### src/verilog/csc_pkg.sv
`default_nettype none
package csc_pkg;
    // Timing
    localparam int CLK_PERIOD_NS = 25;
    localparam int HS_STAB_NS = 2000;
    localparam int HS_STAB_CYC = (HS_STAB_NS + CLK_PERIOD_NS - 1) / CLK_PERIOD_NS;
    localparam int SWITCH_CYC = 2;
    localparam int SETTLE_BASE = 8;
    localparam int SETTLE_SEL_MAX = 4;

    // Register byte offsets
    localparam logic [11:0] MAIN_MODE_OFF = 12'h000;
    localparam logic [11:0] INT_MODE_OFF = 12'h004;
    localparam logic [11:0] PIN_CTRL_OFF = 12'h008;
    localparam logic [11:0] MAIN_OSC_OFF = 12'h00C;
    localparam logic [11:0] SETTLE_SEL_OFF = 12'h010;
    localparam logic [11:0] SETTLE_CNT_OFF = 12'h014;

    // Field positions
    localparam int MAIN_SEL_BIT = 0;
    localparam int MAIN_STATUS_BIT = 1;
    localparam int MAIN_HSEN_BIT = 2;
    localparam int INT_HSSTOP_BIT = 0;
    localparam int INT_LSSTOP_BIT = 1;
    localparam int INT_STABLE_BIT = 7;
    localparam int OSC_PINMODE_BIT = 6;
    localparam int OSC_EXTSEL_BIT = 7;
    localparam int MAIN_OSC_STOP_BIT = 7;
    localparam int SETTLE_SEL_W = 3;
    localparam int SETTLE_CNT_W = 13;

    localparam logic [1:0] PERIPH_INT = 2'h0;
    localparam logic [1:0] PERIPH_X1 = 2'h1;
    localparam logic [1:0] PERIPH_EXT = 2'h2;

    typedef enum logic [3:0] {
        CSC_RUN = 4'b0001,
        CSC_HALT = 4'b0010,
        CSC_STOP = 4'b0100,
        CSC_WAKE = 4'b1000
    } csc_mode_e;

    typedef struct packed {
        logic hsEnSel;
        logic hsEnLocked;
        logic mainSel;
        logic hsStop;
        logic lsStop;
        logic extSel;
        logic pinMode;
        logic mainStop;
        logic [SETTLE_SEL_W-1:0] settleSel;
    } csc_ctrl_s;

    localparam csc_ctrl_s CTRL_RST = '{hsEnSel: 1'b0, hsEnLocked: 1'b0, mainSel: 1'b0,
        hsStop: 1'b0, lsStop: 1'b0, extSel: 1'b0, pinMode: 1'b0, mainStop: 1'b1,
        settleSel: 3'h4};

    typedef struct packed {
        logic hsOscEn;
        logic x1OscEn;
        logic extClkEn;
        logic lsOscEn;
        logic wdtClkEn;
        logic cpuClkHigh;
        logic [1:0] periphSel;
        logic stopMode;
        logic haltMode;
    } csc_out_s;

    localparam csc_out_s OUT_RST = '{hsOscEn: 1'b1, x1OscEn: 1'b0, extClkEn: 1'b0,
        lsOscEn: 1'b1, wdtClkEn: 1'b0, cpuClkHigh: 1'b0, periphSel: 2'h0,
        stopMode: 1'b0, haltMode: 1'b0};
endpackage : csc_pkg
`default_nettype wire

### src/verilog/csc_top.sv
// The register addresses and the APB slave port are this design's own decisions.
`timescale 1ns/1ps
`default_nettype none
// Summary of operation
// RULE1: STOP instruction halts internal high-speed oscillator
// RULE2: Stop bit one stops internal high-speed clock
// RULE3: Status reads zero internal, one high-speed
// RULE4: Software checks status before stopping internal
// RULE5: Software halts unusable peripherals before STOP
// RULE6: Software sets settle time before STOP
// RULE7: Software returns to internal clock after STOP
// RULE8: Low-speed clock never feeds the CPU
// RULE9: Option decides if low-speed is stoppable
// RULE10: Low-speed runs after reset, clocks watchdog
// RULE11: Low-speed stop bit stops and restarts it
// RULE12: Enable and select bits pick CPU/peripheral sources
// RULE13: Ext select bit7, pin mode bit6
// RULE14: Main stop bit7; enable bit2, select bit0
// RULE15: Software X1 switch sequence with settle check
// RULE16: Software external clock sequence, no check
// RULE17: Software return sequence waits for stable
// RULE18: After reset CPU runs on internal clock
// RULE19: HALT entered from either CPU clock
// RULE20: Stable flag bit7, internal stop bit0
// RULE21: High-speed enable accepts only one change
// RULE22: Status flips only after switchover completes
module csc_top
    import csc_pkg::*;
(
    input wire logic mclk,
    input wire logic nrst,
    input wire logic psel,
    input wire logic penable,
    input wire logic pwrite,
    input wire logic [11:0] paddr,
    input wire logic [31:0] pwdata,
    output logic [31:0] prdata,
    output logic pready,
    output logic pslverr,
    input wire logic stopExec,
    input wire logic haltExec,
    input wire logic wakeReq,
    input wire logic lsStoppableOpt,
    input wire logic wdtEnableOpt,
    output logic hsOscEn,
    output logic x1OscEn,
    output logic extClkEn,
    output logic lsOscEn,
    output logic wdtClkEn,
    output logic cpuClkHigh,
    output logic [1:0] periphSel,
    output logic stopMode,
    output logic haltMode
);

    function automatic logic csc_hit(input logic [11:0] a);
        csc_hit = (a == MAIN_MODE_OFF) || (a == INT_MODE_OFF) || (a == PIN_CTRL_OFF)
            || (a == MAIN_OSC_OFF) || (a == SETTLE_SEL_OFF) || (a == SETTLE_CNT_OFF);
    endfunction : csc_hit

    function automatic logic [SETTLE_CNT_W-1:0] csc_settle_limit(
        input logic [SETTLE_SEL_W-1:0] s);
        logic [SETTLE_SEL_W-1:0] c;
        c = (s > SETTLE_SEL_W'(SETTLE_SEL_MAX)) ? SETTLE_SEL_W'(SETTLE_SEL_MAX) : s;
        csc_settle_limit = SETTLE_CNT_W'(1) << (SETTLE_BASE + int'(c));
    endfunction : csc_settle_limit

    csc_ctrl_s ctrl_q, ctrl_d;
    csc_out_s out_q, out_d;
    csc_mode_e mode_q, mode_d;
    logic cpuStatus_q, cpuStatus_d;
    logic [1:0] swCnt_q, swCnt_d;
    logic [7:0] stabCnt_q, stabCnt_d;
    logic [SETTLE_CNT_W-1:0] settleCnt_q, settleCnt_d;
    logic [31:0] prdata_q, prdata_d;
    logic [1:0] lsOptSync_q, wdtOptSync_q;
    logic lsStopOk, wdtOk;
    logic wr, hsIntRun, x1Run, extRun, hsSysRun, stable, settleDone, wantHigh, destRun;

    // Straps come from pins: two flops before use
    always_ff @(posedge mclk) begin
        if (!nrst) begin
            lsOptSync_q <= 2'h0;
            wdtOptSync_q <= 2'h0;
        end else begin
            lsOptSync_q <= {lsOptSync_q[0], lsStoppableOpt};
            wdtOptSync_q <= {wdtOptSync_q[0], wdtEnableOpt};
        end
    end
    assign lsStopOk = lsOptSync_q[1];
    assign wdtOk = wdtOptSync_q[1];

    // Register writes
    assign wr = psel && penable && pwrite;
    always_comb begin
        ctrl_d = ctrl_q;
        if (wr) begin
            case (paddr)
                MAIN_MODE_OFF: begin
                    if (!ctrl_q.hsEnLocked && (pwdata[MAIN_HSEN_BIT] != ctrl_q.hsEnSel)) begin
                        ctrl_d.hsEnSel = pwdata[MAIN_HSEN_BIT]; // RULE21 RULE14
                        ctrl_d.hsEnLocked = 1'b1; // RULE21
                    end
                    ctrl_d.mainSel = pwdata[MAIN_SEL_BIT]; // RULE14
                end
                INT_MODE_OFF: begin
                    ctrl_d.hsStop = pwdata[INT_HSSTOP_BIT]; // RULE20
                    ctrl_d.lsStop = pwdata[INT_LSSTOP_BIT];
                end
                PIN_CTRL_OFF: begin
                    ctrl_d.extSel = pwdata[OSC_EXTSEL_BIT]; // RULE13
                    ctrl_d.pinMode = pwdata[OSC_PINMODE_BIT]; // RULE13
                end
                MAIN_OSC_OFF: ctrl_d.mainStop = pwdata[MAIN_OSC_STOP_BIT]; // RULE14
                SETTLE_SEL_OFF: ctrl_d.settleSel = pwdata[SETTLE_SEL_W-1:0];
                default: ;
            endcase
        end
    end

    // Oscillator run conditions; STOP kills both main sources
    assign hsIntRun = !ctrl_q.hsStop && (mode_q != CSC_STOP); // RULE1 RULE2
    assign x1Run = !ctrl_q.mainStop && ctrl_q.pinMode && !ctrl_q.extSel && (mode_q != CSC_STOP);
    assign extRun = !ctrl_q.mainStop && ctrl_q.pinMode && ctrl_q.extSel && (mode_q != CSC_STOP);
    assign stable = (stabCnt_q == 8'(HS_STAB_CYC));
    assign settleDone = (settleCnt_q >= csc_settle_limit(ctrl_q.settleSel));
    assign hsSysRun = (x1Run && settleDone) || extRun;

    always_comb begin
        stabCnt_d = 8'h00;
        if (hsIntRun) begin
            stabCnt_d = stable ? stabCnt_q : stabCnt_q + 8'h01;
        end
        settleCnt_d = {SETTLE_CNT_W{1'b0}};
        if (x1Run) begin
            settleCnt_d = (&settleCnt_q) ? settleCnt_q : settleCnt_q + SETTLE_CNT_W'(1);
        end
    end

    // Switchover waits for the target clock, then a few cycles, before status moves
    assign wantHigh = ctrl_q.mainSel && ctrl_q.hsEnSel; // RULE12
    assign destRun = wantHigh ? hsSysRun : hsIntRun;
    always_comb begin
        cpuStatus_d = cpuStatus_q;
        swCnt_d = 2'h0;
        if ((wantHigh != cpuStatus_q) && destRun && (mode_q == CSC_RUN)) begin
            if (swCnt_q == 2'(SWITCH_CYC - 1)) begin
                cpuStatus_d = wantHigh; // RULE22 RULE3
            end else begin
                swCnt_d = swCnt_q + 2'h1;
            end
        end
    end

    // Standby modes
    always_comb begin
        mode_d = mode_q;
        case (mode_q)
            CSC_RUN: begin
                if (stopExec) begin
                    mode_d = CSC_STOP; // RULE1
                end else if (haltExec) begin
                    mode_d = CSC_HALT; // RULE19
                end
            end
            CSC_HALT: if (wakeReq) mode_d = CSC_RUN;
            CSC_STOP: if (wakeReq) mode_d = cpuStatus_q ? CSC_WAKE : CSC_RUN;
            // X1 must settle again before the CPU resumes on it
            CSC_WAKE: if (hsSysRun || !cpuStatus_q) mode_d = CSC_RUN;
            default: mode_d = CSC_RUN;
        endcase
    end

    // Clock steering outputs, registered
    always_comb begin
        out_d.hsOscEn = hsIntRun; // RULE1 RULE2
        out_d.x1OscEn = x1Run || ((mode_q == CSC_WAKE) && !ctrl_q.extSel);
        out_d.extClkEn = extRun;
        out_d.lsOscEn = !(lsStopOk && ctrl_q.lsStop); // RULE9 RULE11 RULE10
        out_d.wdtClkEn = out_d.lsOscEn && wdtOk; // RULE10
        // Only internal or high-speed system clock can reach the CPU
        out_d.cpuClkHigh = cpuStatus_q; // RULE8 RULE18
        out_d.periphSel = !ctrl_q.hsEnSel ? PERIPH_INT
            : (ctrl_q.extSel ? PERIPH_EXT : PERIPH_X1); // RULE12
        out_d.stopMode = (mode_q == CSC_STOP);
        out_d.haltMode = (mode_q == CSC_HALT); // RULE19
    end

    // APB read data captured in setup phase, zero wait states
    always_comb begin
        prdata_d = prdata_q;
        if (psel && !penable && !pwrite) begin
            prdata_d = 32'h0000_0000;
            case (paddr)
                MAIN_MODE_OFF: begin
                    prdata_d[MAIN_HSEN_BIT] = ctrl_q.hsEnSel;
                    prdata_d[MAIN_STATUS_BIT] = cpuStatus_q; // RULE3
                    prdata_d[MAIN_SEL_BIT] = ctrl_q.mainSel;
                end
                INT_MODE_OFF: begin
                    prdata_d[INT_STABLE_BIT] = stable; // RULE20
                    prdata_d[INT_LSSTOP_BIT] = ctrl_q.lsStop;
                    prdata_d[INT_HSSTOP_BIT] = ctrl_q.hsStop;
                end
                PIN_CTRL_OFF: begin
                    prdata_d[OSC_EXTSEL_BIT] = ctrl_q.extSel;
                    prdata_d[OSC_PINMODE_BIT] = ctrl_q.pinMode;
                end
                MAIN_OSC_OFF: prdata_d[MAIN_OSC_STOP_BIT] = ctrl_q.mainStop;
                SETTLE_SEL_OFF: prdata_d[SETTLE_SEL_W-1:0] = ctrl_q.settleSel;
                SETTLE_CNT_OFF: prdata_d[SETTLE_CNT_W-1:0] = settleCnt_q;
                default: ;
            endcase
        end
    end

    always_ff @(posedge mclk) begin
        if (!nrst) begin
            ctrl_q <= CTRL_RST;
            out_q <= OUT_RST; // RULE18 RULE10
            mode_q <= CSC_RUN;
            cpuStatus_q <= 1'b0; // RULE18
            swCnt_q <= 2'h0;
            stabCnt_q <= 8'h00;
            settleCnt_q <= {SETTLE_CNT_W{1'b0}};
            prdata_q <= 32'h0000_0000;
        end else begin
            ctrl_q <= ctrl_d;
            out_q <= out_d;
            mode_q <= mode_d;
            cpuStatus_q <= cpuStatus_d;
            swCnt_q <= swCnt_d;
            stabCnt_q <= stabCnt_d;
            settleCnt_q <= settleCnt_d;
            prdata_q <= prdata_d;
        end
    end

    assign prdata = prdata_q;
    assign pready = 1'b1;
    assign pslverr = psel && penable && !csc_hit(paddr);
    assign hsOscEn = out_q.hsOscEn;
    assign x1OscEn = out_q.x1OscEn;
    assign extClkEn = out_q.extClkEn;
    assign lsOscEn = out_q.lsOscEn;
    assign wdtClkEn = out_q.wdtClkEn;
    assign cpuClkHigh = out_q.cpuClkHigh;
    assign periphSel = out_q.periphSel;
    assign stopMode = out_q.stopMode;
    assign haltMode = out_q.haltMode;
endmodule : csc_top
`default_nettype wire

### config.mk
export PLATFORM = sky130hd
export DESIGN_NAME = csc_top
export DESIGN_NICKNAME = d
export VERILOG_FILES = /design/src/verilog/csc_pkg.sv /design/src/verilog/csc_top.sv
export SDC_FILE = /design/constraint.sdc
export NUM_CORES = 1
export LEC_CHECK = 0
export ABC_AREA = 0
export BUFFER_PORTS_ARGS = -buffer_cell sky130_fd_sc_hd__buf_2
export CAP_MARGIN = 25
export CORE_ASPECT_RATIO = 0.5
export CORE_MARGIN = 2
export CORE_UTILIZATION = 48
export CTS_BUF_LIST = sky130_fd_sc_hd__clkbuf_8
export DETAILED_ROUTE_END_ITERATION = 7
export PLACE_DENSITY = 0.79
export RECOVER_POWER = 100
export SYNTH_ARGS = -nofsm -noshare
export SYNTH_HDL_FRONTEND = slang
export SYNTH_SLANG_ARGS = --single-unit
### constraint.sdc
create_clock -name mclk -period 1.8 [get_ports mclk]
set_input_delay 0.36 -clock mclk [delete_from_list [all_inputs] [get_ports mclk]]
set_output_delay 0.36 -clock mclk [all_outputs]
set_load 0.005 [all_outputs]
==> results.py <==
metrics = {
    "placed_design": {
        "place_congestion": 0.820,
        "place_area_mm2": 0.00356,
        "place_inst": 501,
        "hpwl_um": 5080,
        "port-buffer-count": 50,
    },
    "synth": {
        "synth-edff-count": 0,
        "synth-seq-cells": 66,
        "ys_types": 51,
        "ys_async_sr_fraction_pct": 0,
        "synth-seq-area-share_pct": 42.2,
        "synth_area_per_cell_um2": 8.92,
        "ys.flop_type": "dfxtp_1",
        "syn_area_mm2": 0.00313,
        "yosys_warnings": 0,
        "syn_inst": 351,
    },
    "cts": {
        "numCtsBuffers": 9,
        "cts-root-buf": "clkbuf_8",
        "post_cts.repair.setup_buffers": 0,
        "insertion_delay_ps": 340,
        "clk_pin_slew_ps": 70,
        "cts_hold_buffers": 0,
        "cts_max_level": 3,
        "cts_tree": "built",
        "numClockSinks": 66,
        "clock_path_buffers": 2,
    },
    "setup_path": {
        "r2r-end": "mode_q[0]$_SDFFE_PN1P_",
        "cp_slowest_cell": "or3_1",
        "path_class": "reg -> reg",
        "reg2reg_slack_ps": -120,
        "crit_required_ps": 2030,
        "crit_fanout": 4,
        "end_kind": "register",
        "rr_startpoint": "ctrl_q[2]$_SDFFE_PN1P_",
        "setup.worst_path.start_class": "register",
        "crit_arrival_ps": 2150,
        "cpPeakStageDelay_ps": 370,
        "crit_start": "ctrl_q[2]$_SDFFE_PN1P_",
        "r2r_cells": 7,
        "crit_end": "mode_q[0]$_SDFFE_PN1P_",
        "crit_chain": "or3_1 > ha_1 > o211ai_1 > a21oi_2 > o21ai_2 > nand2_1 > a311o_1",
    },
    "pwr": {
        "p_leak_nw": 1.51,
        "fin_total_pwr_mw": 2.97,
        "p_int_mw": 2.30,
        "seq_power_share_pct": 50.8,
        "pwr-share-clk_pct": 40.8,
        "power.share.switching_pct": 22.7,
        "power.switching_mw": 0.673,
        "powerDensity_mw_per_mm2": 794,
        "pwr-share-comb_pct": 8.4,
        "vdd_drop_max_mv": 0.387,
    },
    "floorplanning": {
        "fp-row-count": 20,
        "boundaryPins": 98,
        "die_h_um": 61.1,
        "start_util_pct": 50.6,
        "core_mm2": 0.00618,
        "die_area_mm2": 0.00722,
        "die_w_um": 118,
    },
    "routing": {
        "vias_per_cell": 5.16,
        "vias": 2668,
        "first_pass_iters": 4,
        "wirelength_um": 6800,
        "antenna_left": 0,
        "drcViolationCount": 0,
        "avgRoutedWirePerCell_um": 13.1,
        "dr.first_iter.drc_count": 163,
    },
    "timing": {
        "hold_ws_ps": 221,
        "fin_crit_sh_pct": 107,
        "fin_ws_ps": -120,
        "skew_ps": 5.17,
        "worst_pin_slew_ps": 1290,
        "fmax_ghz": 0.521,
        "grt_setup_unrepaired": "yes",
        "setup-violations-final": 5,
        "period_needed_ps": 1920,
        "drv_slew": 0,
        "slew_headroom_pct": 14.2,
        "hold_violations": 0,
    },
    "grt": {
        "overflow": 0,
        "antenna_found_initial": 0,
        "grt_pass1_wl_um": 11100,
        "grt_max_degree": 32,
        "gr-usage-all-layers_pct": 20.0,
        "grt_pass1_vias": 2387,
    },
    "status": {
        "violations": "negative setup slack",
        "outcome": "complete, but fails checks",
    },
    "final_layout": {
        "layout.nets": 488,
        "drive_above_1_share_pct": 20.0,
        "stdcell_count": 517,
        "mostFrequentLayoutCells": "dfxtp_1, nor2_1, nand2_1",
        "final_area_mm2": 0.00374,
        "area_growth_pct": 19.6,
        "fill_cells": 560,
        "diodes": 0,
        "final_common_cell": "dfxtp_1",
    },
    "job": {
        "maxCapViolCount": 0,
    },
    "worst_hold_path": {
        "hp-class": "in -> reg",
    },
}
==> synth_stat cells, drive strengths merged, types with 9 or more instances <==
cell type	number	area, µm²
ha	10	125
dfxtp	66	1320
xor2	9	78.8
nor3	12	65.1
buf	23	164
nor2	46	173
mux2i	12	120
nand3	22	110
clkbuf	9	33.8
nand2	35	131
a21oi	11	55.1
and2	9	56.3
==> layer usage <==
metal,vias to the layer above,share of wire [%],track usage (%)
met5,-,0,0
met4,0,0.40,6.20
met3,2,6.4,7.78
met2,73,46,32.9
met1,1247,47,25.1
li1,1346,-,-
==> per-stage QoR <==
stage,setup slack (ps),utilization [%],setup TNS [ps]
final,-120,60.6,-506
after global routing,-172,60.6,-1120
after CTS,-111,61.0,-407
after detailed placement,-246,57.6,-1160
after global placement,-198,57.6,-996
after floorplan,-71.0,-,-183
==> sequential cells by signal (all words and copies together) (netlist names), 2 cells and up <==
register / count
ctrl_q: 11
lsOptSync_q: 2
settleCnt_q: 13
stabCnt_q: 8
prdata: 13
wdtOptSync_q: 2
periphSel: 2
mode_q: 4
swCnt_q: 2
==> worst max-delay path, delay by kind of cell, from the launching register on <==
| kind | cells | cell delay (ps) |
|---|---|---|
| AOI/OAI and AO/OA | 4 | 760 |
| and+or+nand+nor | 2 | 450 |
| DFF | 1 | 310 |
| adders and majority gates | 1 | 280 |
==> logic make-up after synthesis <==
kind of cell	synth area share [%]
compound gates	9.48
xor+xnor	4.76
fa+ha+maj	4.00
buf+inv	7.28
flops	42.2
mux	5.64
other cells	0.240
simple gates	26.4
==> area by class of cell <==
class	count	area, µm²	share of cell area (%)
inverters	8	30.0	0.802
well taps	88	110	2.94
repair buffers	76	404	10.8
clock buffers	11	151	4.04
clock inverters	5	46.3	1.24
multi-input cells	263	1680	44.8
flip-flops and latches	66	1320	35.4
==> how the worst min path moves through the flow <==
stage / startpoint / to / slack [ps] / cells after the start
floorplan: lsOptSync_q[1]$_SDFF_PN0_ / lsOscEn$_SDFF_PN1_ / 380 / 1
global route: lsStoppableOpt / lsOptSync_q[0]$_SDFF_PN0_ / 210 / 2
finish: lsStoppableOpt / lsOptSync_q[0]$_SDFF_PN0_ / 220 / 2
detailed placement: wdtOptSync_q[1]$_SDFF_PN0_ / wdtClkEn$_SDFF_PN0_ / 410 / 2
global placement: lsOptSync_q[1]$_SDFF_PN0_ / lsOscEn$_SDFF_PN1_ / 390 / 1
CTS: lsStoppableOpt / lsOptSync_q[0]$_SDFF_PN0_ / 200 / 2
==> repair_timing <==
item | 4_1_cts | 5_1_grt
endpoints found under the setup margin | 7 | 7
resized for setup | 4 | 4
gates cloned | 0 | 0
pin swaps | 5 | 1
==> power groups by stage <==
stage | registers [mW] | logic [mW] | clock network [mW]
final | 1.51 | 0.249 | 1.21
after global placement | 1.54 | 0.243 | 0
after global routing | 1.51 | 0.274 | 1.32
after CTS | 1.51 | 0.252 | 1.25
after floorplan | 1.54 | 0.176 | 0
after detailed placement | 1.54 | 0.247 | 0
No activity file was read; power rests on OpenSTA's default activity.
